## src/design/hmc_regs.svh

```systemverilog
// constants for the maintenance channel slave
`ifndef HMC_REGS_SVH
`define HMC_REGS_SVH
`define HMC_NPAIR        3
`define HMC_FRAME_BITS   13
`define HMC_ADDR_MASTER  2'h3
`define HMC_ADDR_NT      2'h0
`define HMC_ADDR_REGEN   2'h2
`define HMC_REP_NEEDED   2'h3
`define HMC_REP_ONE      2'h1
`define HMC_REP_PREV     2'h2
`define HMC_OP_RELEASE   8'hf0
`define HMC_OP_KEEP      8'hf1
`define HMC_OP_CANNOT    8'hf2
`define HMC_OP_LOOP      8'h50
`define HMC_OP_BADCRC    8'h51
`define HMC_OP_SUPPORTED 8'h52
`define HMC_LATCH_LOOP   0
`define HMC_LATCH_BADCRC 1
`define HMC_LATCH_W      2
`endif

```

## src/design/hmc_pkg.sv

```systemverilog
// types for the maintenance channel slave
package hmc_pkg;
  typedef struct packed {
    logic [1:0] addr;
    logic       isOpcode;
    logic       oddByte;
    logic       spare;
    logic [7:0] info;
  } hmc_frame_t;
  typedef enum logic {
    HMC_ROLE_NT,
    HMC_ROLE_REGEN
  } hmc_role_t;
endpackage

```

## src/design/hmc_slave.sv

```systemverilog
// per-pair maintenance channel slave: evaluation, echo, latching, regenerator overwrite
`timescale 1ns/1ps
`default_nettype none
`include "hmc_regs.svh"
// Operation
// - one 13-bit channel frame per line frame
// - addresses master 11, terminal 00, regenerator 10
// - echoes carry responder's own address
// - bit 3 one for opcode, zero data
// - bit 4 odd/even byte marker alternates; the code echoes the received bit and sends 1 in every keep-state frame
// - bit 5 one; bits 6-13 info MSB first
// - unaddressed terminal sends keep-state address 00
// - regenerator passes downstream, overwrites upstream when addressed
// - pair-specific handled independently per pair
// - global messages evaluated on selected pair
// - global acknowledgements sent on all pairs; the code answers a global message only on the pair it came in on
// - act only after three identical addressed frames
// - echo each addressed frame next return frame
// - loopback and bad-check commands latch together
// - three release-all frames clear all latches
// - slave never originates messages
// - unsupported message answered cannot-comply from third
module hmc_slave (
  input  wire logic                              clk,
  input  wire logic                              nrst,
  input  wire hmc_pkg::hmc_role_t                role,
  input  wire logic [1:0]                        globalPair,
  input  wire logic [`HMC_NPAIR-1:0]             dnStrobe,
  input  wire hmc_pkg::hmc_frame_t [`HMC_NPAIR-1:0] dnFrame,
  input  wire logic [`HMC_NPAIR-1:0]             upStrobe,
  input  wire hmc_pkg::hmc_frame_t [`HMC_NPAIR-1:0] upFrame,
  output logic [`HMC_NPAIR-1:0]                  dnOutStrobe,
  output hmc_pkg::hmc_frame_t [`HMC_NPAIR-1:0]   dnOutFrame,
  output logic [`HMC_NPAIR-1:0]                  retStrobe,
  output hmc_pkg::hmc_frame_t [`HMC_NPAIR-1:0]   retFrame,
  output logic [`HMC_NPAIR-1:0]                  pairLoop,
  output logic [`HMC_NPAIR-1:0]                  pairBadCrc,
  output logic                                   globalLoop,
  output logic [`HMC_NPAIR-1:0]                  cannotComply
);
  import hmc_pkg::*;

  logic [1:0]     ownAddr;
  hmc_frame_t     lastFrame  [`HMC_NPAIR];
  logic [1:0]     repCount   [`HMC_NPAIR];
  hmc_frame_t     pending    [`HMC_NPAIR];
  logic [`HMC_NPAIR-1:0] havePending;
  logic [`HMC_NPAIR-1:0] valid3;

  assign ownAddr = (role == HMC_ROLE_REGEN) ? `HMC_ADDR_REGEN : `HMC_ADDR_NT;

  genvar p;
  generate
    for (p = 0; p < `HMC_NPAIR; p++) begin : gPair
      hmc_frame_t rx;
      logic       addressed;
      logic       same;
      logic       supported;
      logic [1:0] next_count;
      hmc_frame_t reply;
      hmc_frame_t keepFrame;

      assign rx        = dnFrame[p];
      assign addressed = (rx.addr == ownAddr);
      assign same      = (rx == lastFrame[p]);
      assign supported = rx.isOpcode && (rx.info == `HMC_OP_RELEASE ||
                         rx.info == `HMC_OP_KEEP || rx.info == `HMC_OP_LOOP ||
                         rx.info == `HMC_OP_BADCRC || rx.info == `HMC_OP_SUPPORTED);
      assign next_count = !same ? `HMC_REP_ONE :
                          (repCount[p] == `HMC_REP_NEEDED) ? repCount[p] :
                          repCount[p] + `HMC_REP_ONE;
      assign valid3 [p] = dnStrobe[p] && addressed && same &&
                          (repCount[p] >= `HMC_REP_PREV);

      always_comb begin
        reply = rx;
        reply.addr  = ownAddr;
        reply.spare = 1'b1;
        if (addressed && !supported && same && repCount[p] >= `HMC_REP_PREV) begin
          reply.isOpcode = 1'b1;
          reply.info     = `HMC_OP_CANNOT;
        end
      end

      always_comb begin
        keepFrame.addr     = `HMC_ADDR_NT;
        keepFrame.isOpcode = 1'b1;
        keepFrame.oddByte  = 1'b1;
        keepFrame.spare    = 1'b1;
        keepFrame.info     = `HMC_OP_KEEP;
      end

      always_ff @(posedge clk or negedge nrst) begin
        if (!nrst) begin
          lastFrame[p] <= '0;
          repCount[p]  <= 2'h0;
        end else if (dnStrobe[p]) begin
          lastFrame[p] <= rx;
          repCount[p]  <= next_count;
        end
      end

      // response held until the next return frame slot
      always_ff @(posedge clk or negedge nrst) begin
        if (!nrst) begin
          pending[p]     <= '0;
          havePending[p] <= 1'b0;
        end else if (dnStrobe[p] && addressed) begin
          pending[p]     <= reply;
          havePending[p] <= 1'b1;
        end else if (dnStrobe[p] && role == HMC_ROLE_NT) begin
          pending[p]     <= keepFrame;
          havePending[p] <= 1'b1;
        end else if (dnStrobe[p]) begin
          havePending[p] <= 1'b0;
        end
      end

      // return direction: terminal sends its own, regenerator overwrites when addressed
      always_ff @(posedge clk or negedge nrst) begin
        if (!nrst) begin
          retStrobe[p] <= 1'b0;
          retFrame[p]  <= '0;
        end else if (role == HMC_ROLE_REGEN) begin
          retStrobe[p] <= upStrobe[p];
          retFrame[p]  <= havePending[p] ? pending[p] : upFrame[p];
        end else begin
          retStrobe[p] <= dnStrobe[p];
          retFrame[p]  <= havePending[p] ? pending[p] : keepFrame;
        end
      end

      // downstream pass-through for the regenerator
      always_ff @(posedge clk or negedge nrst) begin
        if (!nrst) begin
          dnOutStrobe[p] <= 1'b0;
          dnOutFrame[p]  <= '0;
        end else begin
          dnOutStrobe[p] <= dnStrobe[p] && role == HMC_ROLE_REGEN;
          dnOutFrame[p]  <= rx;
        end
      end

      // pair-specific latches
      always_ff @(posedge clk or negedge nrst) begin
        if (!nrst) begin
          pairLoop[p]     <= 1'b0;
          pairBadCrc[p]   <= 1'b0;
          cannotComply[p] <= 1'b0;
        end else if (valid3[p]) begin
          if (rx.isOpcode && rx.info == `HMC_OP_RELEASE) begin
            pairLoop[p]     <= 1'b0;
            pairBadCrc[p]   <= 1'b0;
            cannotComply[p] <= 1'b0;
          end else if (!supported) begin
            cannotComply[p] <= 1'b1;
          end else if (rx.info == `HMC_OP_LOOP) begin
            pairLoop[p]     <= 1'b1;
          end else if (rx.info == `HMC_OP_BADCRC) begin
            pairBadCrc[p]   <= 1'b1;
          end
        end
      end
    end
  endgenerate

  // global loopback evaluated on the selected pair only
  always_ff @(posedge clk or negedge nrst) begin
    if (!nrst) begin
      globalLoop <= 1'b0;
    end else if (globalPair < 2'(`HMC_NPAIR) && valid3[globalPair]) begin
      if (dnFrame[globalPair].isOpcode && dnFrame[globalPair].info == `HMC_OP_RELEASE) begin
        globalLoop <= 1'b0;
      end else if (dnFrame[globalPair].info == `HMC_OP_LOOP &&
                   dnFrame[globalPair].isOpcode) begin
        globalLoop <= 1'b1;
      end
    end
  end
endmodule
`default_nettype wire

```

## config.mk

```make
export PLATFORM = sky130hd
export DESIGN_NAME = hmc_slave
export DESIGN_NICKNAME = d
export VERILOG_FILES = /design/src/design/hmc_pkg.sv /design/src/design/hmc_slave.sv
export VERILOG_INCLUDE_DIRS = /design/src /design/src/design
export SDC_FILE = /design/constraint.sdc
export NUM_CORES = 1
export LEC_CHECK = 0
export ABC_CLOCK_PERIOD_IN_PS = 2300
export BUFFER_PORTS_ARGS = -buffer_cell sky130_fd_sc_hd__buf_2
export CORE_MARGIN = 1.5
export CORE_UTILIZATION = 40
export DETAILED_ROUTE_END_ITERATION = 7
export SYNTH_ARGS = -nofsm -noshare
export SYNTH_HDL_FRONTEND = slang
export SYNTH_SLANG_ARGS = --single-unit
```

## constraint.sdc

```tcl
create_clock -name clk -period 2.3 [get_ports clk]
set_input_delay 0.46 -clock clk [delete_from_list [all_inputs] [get_ports clk]]
set_output_delay 0.46 -clock clk [all_outputs]
set_load 0.02 [all_outputs]
```

==> metrics, run 1 <==
outcome completed; antenna fix cells 0; DPL Wire Length 13100 um; slowest CP cell nor4_1; pin slew with the least headroom to its limit about 510 ps; HP Class input port to register; vias in the first global route 5450; Worst Path Arrival 2450 ps; GRT overflow 0; WHS Path Cells 1; First DRT Iteration DRCs between 200 and 300; Vias/cell slightly above 5; critical-path cell list xor2_1 > nor4_1 > nand4_2 > o31ai_1 > nand4_1 > mux2_1; Starting Density 41.3%; Setup Slack @ Placement a little over 5 ps; largest net degree at the start of global routing 48; CTS tree done; critical path's largest stage delay 420 ps; 1st-pass router iterations 4; die area around 19000 sq um; layout cell share with drive strength beyond 1 35.5%; Max Slew Vio Count 0; max-cap viol count 0; WP data required 2610 ps; Warnings, synthesis 0; port bufs ~180; Syn Nets slightly above 700; nets a little over 900; FILL cells 1561; Setup Skew 6.24 ps; Die Wd roughly 140 um; slew margin rel. 65.6%; Peak VDD IR 518 uV; wire per inst 16.4 um; Tmin final 2140 ps; DRC 0; HP Start dnFrame[8]; initial antenna violation count 0; Min Hold Slack between 150 and 200 ps; worst r2r src lastFrame[35]$_DFFE_PN0P_; final setup fails 0; CTS buffer count 17; sequential share of the synthesized area 62.0%; FP Rows 48; post-layout util about 53%; Pwr Density 804 nW/um^2; clock slew at reported path FFs ~70 ps; Avg Inst Size Synth 11.8 sq um; CTS Buffer Depth 2; clock sinks around 180; ANT nets after route 0; Routed WL approximately 18000 um; crit end category register; final hold violation count 0; GRT Total Usage 19.6%; Root Buffer clkbuf_16; Reg2Reg Depth 6; synthesized cell area 7190 sq um; Post-synth ARST share 100%; period utilisation layout 93.0%; cell area after layout a little over 9000 sq um; Top-Level Pins 183; Final Wtd Congestion 0.832; core footprint 17400 sq um; flops & latches, synth 178; Mapped Cells 611; r2r endpoint globalLoop$_DFFE_PN0P_; crit start category register; Post-DP Area about 8600 sq um; Vias 5380; synth unique cells between 50 and 60; H-tree Lvls 4; fmax between 400 and 500 MHz; Post-synth EDFFs 0; Main synth FF type dfrtp_1; Final WS setup 161 ps; unrepaired setup endpoints after global routing no; Fin Setup TNS 0 ps; Clock Latency Late Sink 430 ps; WHS Endpoint dnOutFrame[8]$_DFF_PN0_; flop-to-flop setup slack approximately 160 ps; setup repair bufs after CTS 0; first-pass GRT wire length 27900 um; WS Path Type register to register; crit-path max FO 6; Area Overhead vs Synth 27.9%; Die Span Y 137 um; LEAKAGE 4.49 nW
synthesized netlist by cell type (5+ instances only):
| master | instances | area share (%) |
|---|---|---|
| mux2_2 | 39 | 6.1 |
| nor4_1 | 12 | 1.0 |
| nor2_1 | 56 | 2.9 |
| xor2_1 | 38 | 4.6 |
| o21ai_0 | 19 | 1.3 |
| xnor2_1 | 7 | 0.85 |
| clkbuf_1 | 10 | 0.52 |
| a2bb2oi_1 | 14 | 1.7 |
| o21ai_1 | 10 | 0.70 |
| dfrtp_1 | 178 | 62 |
| nor3_1 | 9 | 0.63 |
| and2_1 | 5 | 0.44 |
| a22o_1 | 11 | 1.3 |
| nand3_1 | 5 | 0.35 |
| ha_1 | 6 | 1.0 |
| and3_1 | 5 | 0.44 |
| nand2_1 | 39 | 2.0 |
| buf_2 | 9 | 0.63 |
| inv_1 | 46 | 2.4 |
| a21oi_1 | 37 | 2.6 |
repair_timing:
item                                   4_1_cts  5_1_grt
gates resized for setup                      0        0
hold buffers                                 1        0
endpoints found under the hold margin       42        0
critical path, delay by kind of cell, from the launching register on:
kind | cells | cell delay [ps]
compound gates | 1 | 340
mux | 1 | 330
simple gates | 3 | 800
xor+xnor | 1 | 160
flops | 1 | 390
metal layers:
| layer | track usage [%] | wire, um |
|---|---|---|
| met5 | 0 | 0 |
| met4 | 6.14 | 189 |
| met3 | 5.00 | 1170 |
| met2 | 32.2 | 8400 |
| met1 | 25.5 | 7770 |
through the flow:
stage	power (W)	instances
3_5_place_dp	0.00460	1034
5_1_grt	0.00772	1067
2_1_floorplan	0.00412	611
3_3_place_gp	0.00456	1034
4_1_cts	0.00747	1067
6_report	0.00739	1067
worst max-delay path by stage:
stage	start	to	slack, ps	cells after the start
floorplan	dnFrame[5]	globalLoop$_DFFE_PN0P_	310	7
global placement	dnFrame[6]	globalLoop$_DFFE_PN0P_	20	7
detailed placement	dnFrame[6]	globalLoop$_DFFE_PN0P_	5	7
CTS	lastFrame[35]$_DFFE_PN0P_	globalLoop$_DFFE_PN0P_	210	6
global route	lastFrame[32]$_DFFE_PN0P_	globalLoop$_DFFE_PN0P_	20	6
finish	lastFrame[35]$_DFFE_PN0P_	globalLoop$_DFFE_PN0P_	160	6
state kept, by name, summed over array words and instances, names as in the netlist, 6 cells and up:
register    flops
dnOutFrame     39
lastFrame      39
pending        36
repCount        6
retFrame       39
kinds of logic (layout without fill, tap and decap cells):
kind of cell               Yosys count  in the layout  synth area share (%)
AOI/OAI and AO/OA                  115            115                  10.5
buffers and inverters               71            302                  3.97
xor gates and xnor gates            45             45                  5.48
adders and majority gates            6              6                  1.04
muxes                               43             43                  6.69
and+or+nand+nor                    153            153                  10.4
DFF                                178            178                  62.0
layout by cell type (no fill, tap or decap), drive strengths merged, types with 6 or more instances in the layout:
cell and count:
buf 222, dfrtp 178, nor2 56, inv 50
mux2 40, nand2 39, xor2 38, a21oi 37
o21ai 29, clkbuf 18, a2bb2oi 14, nor4 14
a22o 11, nor3 9, clkinv 8, xnor2 7
ha 6
layout make-up:
| type | count | area, sq um | area share, % |
|---|---|---|---|
| Sequential cell | 178 | 4450 | 48.4 |
| Clock inverter | 14 | 154 | 1.67 |
| Multi-Input combinational cell | 362 | 2450 | 26.6 |
| Clock buffer | 18 | 429 | 4.67 |
| Inverter | 47 | 176 | 1.92 |
| Tap cell | 225 | 282 | 3.06 |
| Timing Repair Buffer | 223 | 1250 | 13.6 |
report_power, final:
group	switching, W	total [W]	internal [W]	leakage, nW
Clock	0.00125	0.00287	0.00162	0.288
Sequential	0.000130	0.00352	0.00339	2.04
Combinational	0.000600	0.00101	0.000409	2.17
Total	0.00198	0.00739	0.00541	4.49
Note: power is estimated with default switching activity, not from simulation.
==> run 2: changes to the inputs <==
--- a/config.mk
+++ b/config.mk
@@ -8,5 +8,6 @@
 export LEC_CHECK = 0
+export ABC_AREA = 1
 export ABC_CLOCK_PERIOD_IN_PS = 2300
 export BUFFER_PORTS_ARGS = -buffer_cell sky130_fd_sc_hd__buf_2
-export CORE_MARGIN = 1.5
+export CORE_MARGIN = 2
 export CORE_UTILIZATION = 40
--- a/constraint.sdc
+++ b/constraint.sdc
@@ -3,2 +3,2 @@
 set_output_delay 0.46 -clock clk [all_outputs]
-set_load 0.02 [all_outputs]
+set_load 0.005 [all_outputs]
==> metrics, run 2 <==
First DRT Iteration DRCs 353; GRT Total Usage between 10% and 20%; pin slew with the least headroom to its limit 420 ps; Warnings, synthesis 0; Die Wd 143 um; Avg Inst Size Synth 8.71 sq um; 1st-pass router iterations 5; layout cell share with drive strength beyond 1 24.6%; clock slew at reported path FFs ~70 ps; synth unique cells 38; die area 20300 sq um; crit-path max FO 7; setup repair bufs after CTS 0; wire per inst 14.2 um; Clock Latency Late Sink 430 ps; adder-cell area share of the yosys netlist 0.978%; register area 4450 sq um; ANT nets after route 0; FP Rows 50; flops & latches, synth 178; core footprint approximately 19000 sq um; total power 0.00730 W; WP data required 2620 ps; DPL Wire Length 14100 um; Final WS setup about 800 ps; worst r2r src repCount[0]$_DFFE_PN0P_; Pwr Density 767 nW/um^2; main combinational cell family by area after synthesis simple AND/OR/NAND/NOR gates; Setup Skew about 16 ps; H-tree Lvls 4; max-cap viol count 0; Tmin final 1500 ps; crit start category register; crit end category register; fmax 665 MHz; Final Wtd Congestion 0.803; Root Buffer clkbuf_16; Top-Level Pins 183; Worst Path Arrival 1820 ps; Resize count post-CTS 0; CTS buffer count 17; first-pass GRT wire length approximately 30000 um; Syn Nets 976; Compound-Gate Fraction of Synth Area around 8.7%; Synth top cells by count nand2_1, dfrtp_1, inv_1; CTS tree done; port bufs 182; Setup Slack @ Placement 402 ps; LEAKAGE around 4.9 nW; Max Slew Vio Count 0; slew margin rel. 72.0%; Mapped Cells between 800 and 900; Simple-Gate Fraction of Synth Area roughly 23%; DRC 0; Post-Place Cells 1291; final hold violation count 0; HP Start dnFrame[34]; initial antenna violation count 1; XOR/XNOR Fraction of Synth Area 0.913%; WS Path Type register to register; multi-input logic area 2540 sq um; post-synthesis mux area share 0%; commonest cells after routing, fill and taps aside nand2_1, buf_2, dfrtp_1, inv_1, o21ai_0; Routed WL 18900 um; Vias 6182; cell with the most instances after synthesis nand2_1; CTS Buffer Depth 2; Vias/cell 4.67; Starting Density 40.9%; Yosys top cell by area dfrtp_1; most common cell after layout, fill and taps aside nand2_1; FILL cells ~1800; HP Class input port to register; Die Span Y approximately 140 um; Peak VDD IR about 530 uV; Crit. Startpoint repCount[0]$_DFFE_PN0P_; GRT overflow 0; final setup fails 0; largest net degree at the start of global routing between 50 and 60; clock sinks 178; vias in the first global route 5886; Post-synth EDFFs 0; nets roughly 1200; sequential share of the synthesized area 58.0%; synthesized cell area 7680 sq um; Regs by FF count dnOutFrame x39, lastFrame x39, retFrame x39; Fin Setup TNS 0 ps; Main synth FF type dfrtp_1; period utilisation layout about two thirds; outcome completed; top cells by area, synth dfrtp_1, nand2_1, inv_1; unrepaired setup endpoints after global routing no; Post-synth ARST share 100%; share of the synthesized area in the top cell type 58.0%; Area Overhead vs Synth 24.1%; Finished Layout Cells 1325
run 2: worst max-delay path, cell delays in order (launching register included):
cell	delay [ps]
dfrtp_1	390
inv_1	60
ha_1	180
nor2_1	260
inv_1	140
nand4_4	150
nand2_1	80
nand2_1	80
o21ai_2	60
run 2: timing repair:
action                                 CTS  global route
endpoints found under the hold margin   27             0
setup endpoints to repair                0             0
hold buffers                             1             0
run 2: final timing paths:
kind,end,slack (ps),depth (start not counted)
worst max-delay path,pending[1]$_DFFE_PN0P_,800,8
worst min-delay path,dnOutFrame[34]$_DFF_PN0_,170,1
worst max register to register,pending[1]$_DFFE_PN0P_,800,8
worst min register to register,pending[21]$_DFFE_PN0P_,480,1
max in group asynchronous,lastFrame[32]$_DFFE_PN0P_,1170,3
min in group asynchronous,dnOutFrame[26]$_DFF_PN0_,480,2
run 2: stage by stage:
step / utilization (%) / cell area (sq um) / hold WS (ps)
finish: 50.8 / 9530 / 174
global route: 50.7 / 9520 / 156
CTS: 50.7 / 9520 / 160
detailed placement: 47.5 / 8920 / 383
global placement: 47.5 / 8920 / 381
floorplan: - / 7680 / 164
run 2: final cells by class:
cell class,count,area share [%]
Multi-Input combinational cell,527,26.7
Sequential cell,178,46.8
Antenna cell,1,0.0263
Clock buffer,18,4.61
Timing Repair Buffer,193,10.8
Inverter,160,6.42
Clock inverter,14,1.64
Tap cell,234,3.07
run 2: cell families after synthesis:
group	count (synthesis)
AND/OR/NAND/NOR	390
AO/OA/AOI/OAI	123
buffers and inverters	176
flip-flops	178
adder cells (fa/ha/maj)	6
XOR/XNOR	8
run 2: per-layer routing:
metal | vias up | GRT usage [%] | wire length, um
met2 | 171 | 30.3 | 8590
met1 | 2849 | 26.8 | 9030
met4 | 0 | 4.53 | 152
met3 | 12 | 4.74 | 1090
met5 | - | 0 | 0
li1 | 3150 | - | -
run 2: power by group:
part / internal [W] / switching [W] / total [W]
Combinational: 0.000334 / 0.000544 / 0.000878
Clock: 0.00158 / 0.00137 / 0.00294
Sequential: 0.00338 / 0.000105 / 0.00348
Total: 0.00529 / 0.00202 / 0.00730
==> run 3: changes to the inputs <==
- ABC_CLOCK_PERIOD_IN_PS: 2300 -> 1250
- clock period: 2.3 -> 1.25 ns (I/O delays scaled with it)
==> metrics, run 3 (synthesized netlist as in run 2, its figures left out) <==
Setup Skew 9.66 ps; initial antenna violation count 0; Routed WL 20200 um; HP Class input port to register; violated checks negative setup slack; Peak VDD IR between 900 and 1000 uV; outcome finished, violations left; CTS buffer count 17; highest metal used met4; layout cell share with drive strength beyond 1 37.5%; core footprint 18800 sq um; met3 wire length 885 um; wire per inst 13.6 um; fmax roughly 670 MHz; ANT nets after route 0; unrepaired setup endpoints after global routing yes; 1st-pass router iterations 4; Post-Place Cells between 1000 and 1500; Area Overhead vs Synth 44.6%; period utilisation layout 120%; First DRT Iteration DRCs 348; WS Path Type register to register; port bufs 182; DRC 0; FP Rows 50; Min Hold Slack 15.2 ps; Final Wtd Congestion approximately 0.86; Vias 6768; Die Wd 143 um; final hold violation count 0; commonest cells after routing, fill and taps aside nand2_1, buf_2, dfrtp_1, buf_4, inv_1; Starting Density 40.9%; clock slew at reported path FFs ~70 ps; H-tree Lvls 4; Finished Layout Cells between 1000 and 1500; met2 wire len 9560 um; Post-DP Area 9970 sq um; crit-path max FO 7; total power 0.0142 W; nets 1327; Max Slew Vio Count 0; routed length on met1 9470 um; clock sinks approximately 180; critical-path cell list xnor2_2 > nand3_2 > nor2_4 > nand2_2 > clkinv_4 > nand3_4 > nand2_4 > o21ai_1; Regs by FF count dnOutFrame x39, lastFrame x39, retFrame x39; vias in the first global route 6527; Vias/cell 4.57; Pwr Density 1280 nW/um^2; cell area after layout 11100 sq um; slew margin rel. 72.4%; Tmin final roughly 1500 ps; critical path's largest stage delay 410 ps; crit end category register; largest net degree at the start of global routing 46; Top-Level Pins 183; CTS Buffer Depth 2; max-cap viol count 0; first-pass GRT wire length approximately 32000 um; WP data required 1570 ps; DPL Wire Length 15000 um; most common cell after layout, fill and taps aside nand2_1; final setup fails 43; LEAKAGE 5.75 nW; Root Buffer clkbuf_16; slowest CP cell dfrtp_1; CTS tree done; Clock Latency Late Sink 430 ps; GRT overflow 0; die area 20300 sq um; Final WS setup -247 ps; Die Span Y 143 um; crit start category register; Worst Path Arrival 1810 ps; Setup Slack @ Placement -380 ps; pin slew with the least headroom to its limit 414 ps; GRT Total Usage 20.2%
[run 3: cell count changes in the layout (fill, tap and decap cells not counted), moves of 7 or more]
| cell | change |
|---|---|
| buf_4 | +132 |
| dlygate4sd3_1 | +18 |
| nand3_1 | -18 |
| nand3_2 | +17 |
| o21ai_0 | -15 |
| nor2_1 | -13 |
| nand2_1 | -11 |
| nor2_2 | +9 |
| nand2_2 | +8 |
| o21ai_2 | +7 |
[run 3: worst max-delay path: cells and delay by family, from the launching register on]
| kind | cells | cell delay [ps] |
|---|---|---|
| AO/OA/AOI/OAI | 1 | 60 |
| AND/OR/NAND/NOR | 5 | 630 |
| flip-flops | 1 | 410 |
| XOR/XNOR | 1 | 210 |
| buffers and inverters | 1 | 70 |
[run 3: stage by stage]
stage          utilization, %  TNS (ps)
3_5_place_dp             53.1    -14960
2_1_floorplan               -     -94.0
6_report                 59.1     -7970
4_1_cts                  58.4     -7030
5_1_grt                  59.1    -12690
3_3_place_gp             53.1    -13580
[run 3: layout make-up]
class / instances / area [sq um]
Multi-Input combinational cell: 527 / 2820
Timing Repair Buffer: 348 / 2290
Inverter: 160 / 619
Antenna cell: 1 / 2.50
Fill cell: 1691 / 7670
Tap cell: 234 / 293
Clock inverter: 15 / 198
Clock buffer: 17 / 425
Sequential cell: 178 / 4450
[run 3: power by group]
group	switching (W)	leakage, nW	internal (W)	total (W)
Clock	0.00245	0.310	0.00323	0.00567
Sequential	0.000191	2.04	0.00621	0.00640
Combinational	0.00115	3.39	0.000967	0.00211
Total	0.00378	5.75	0.0104	0.0142
[run 3: timing repair]
| action | 4_1_cts | 5_1_grt |
|---|---|---|
| pin swaps | 14 | 16 |
| endpoints found under the hold margin | 179 | 0 |
| buffers inserted | 4 | 3 |
| resized for setup | 47 | 36 |
| cloned | 0 | 0 |
| setup endpoints to repair | 43 | 46 |
| hold buffers | 19 | 0 |
[run 3: path summary, 6_finish.rpt]
| check | startpoint | end | slack [ps] | cells after the start |
|---|---|---|---|---|
| setup / recovery | lastFrame[23]$_DFFE_PN0P_ | pending[15]$_DFFE_PN0P_ | -250 | 8 |
| hold / removal | upFrame[37] | retFrame[37]$_DFF_PN0_ | 20 | 3 |
| setup reg to reg | lastFrame[23]$_DFFE_PN0P_ | pending[15]$_DFFE_PN0P_ | -250 | 8 |
| hold reg to reg | pending[2]$_DFFE_PN0P_ | retFrame[28]$_DFF_PN0_ | 480 | 2 |
| max in group asynchronous | nrst | retFrame[3]$_DFF_PN0_ | 470 | 3 |
| min in group asynchronous | nrst | retFrame[21]$_DFF_PN0_ | 280 | 2 |
[run 3: per-layer routing]
layer	global-route usage, %	vias to the layer above
met5	0	-
met1	27.4	3142
met2	32.9	155
li1	-	3453
met4	5.94	0
met3	4.14	18
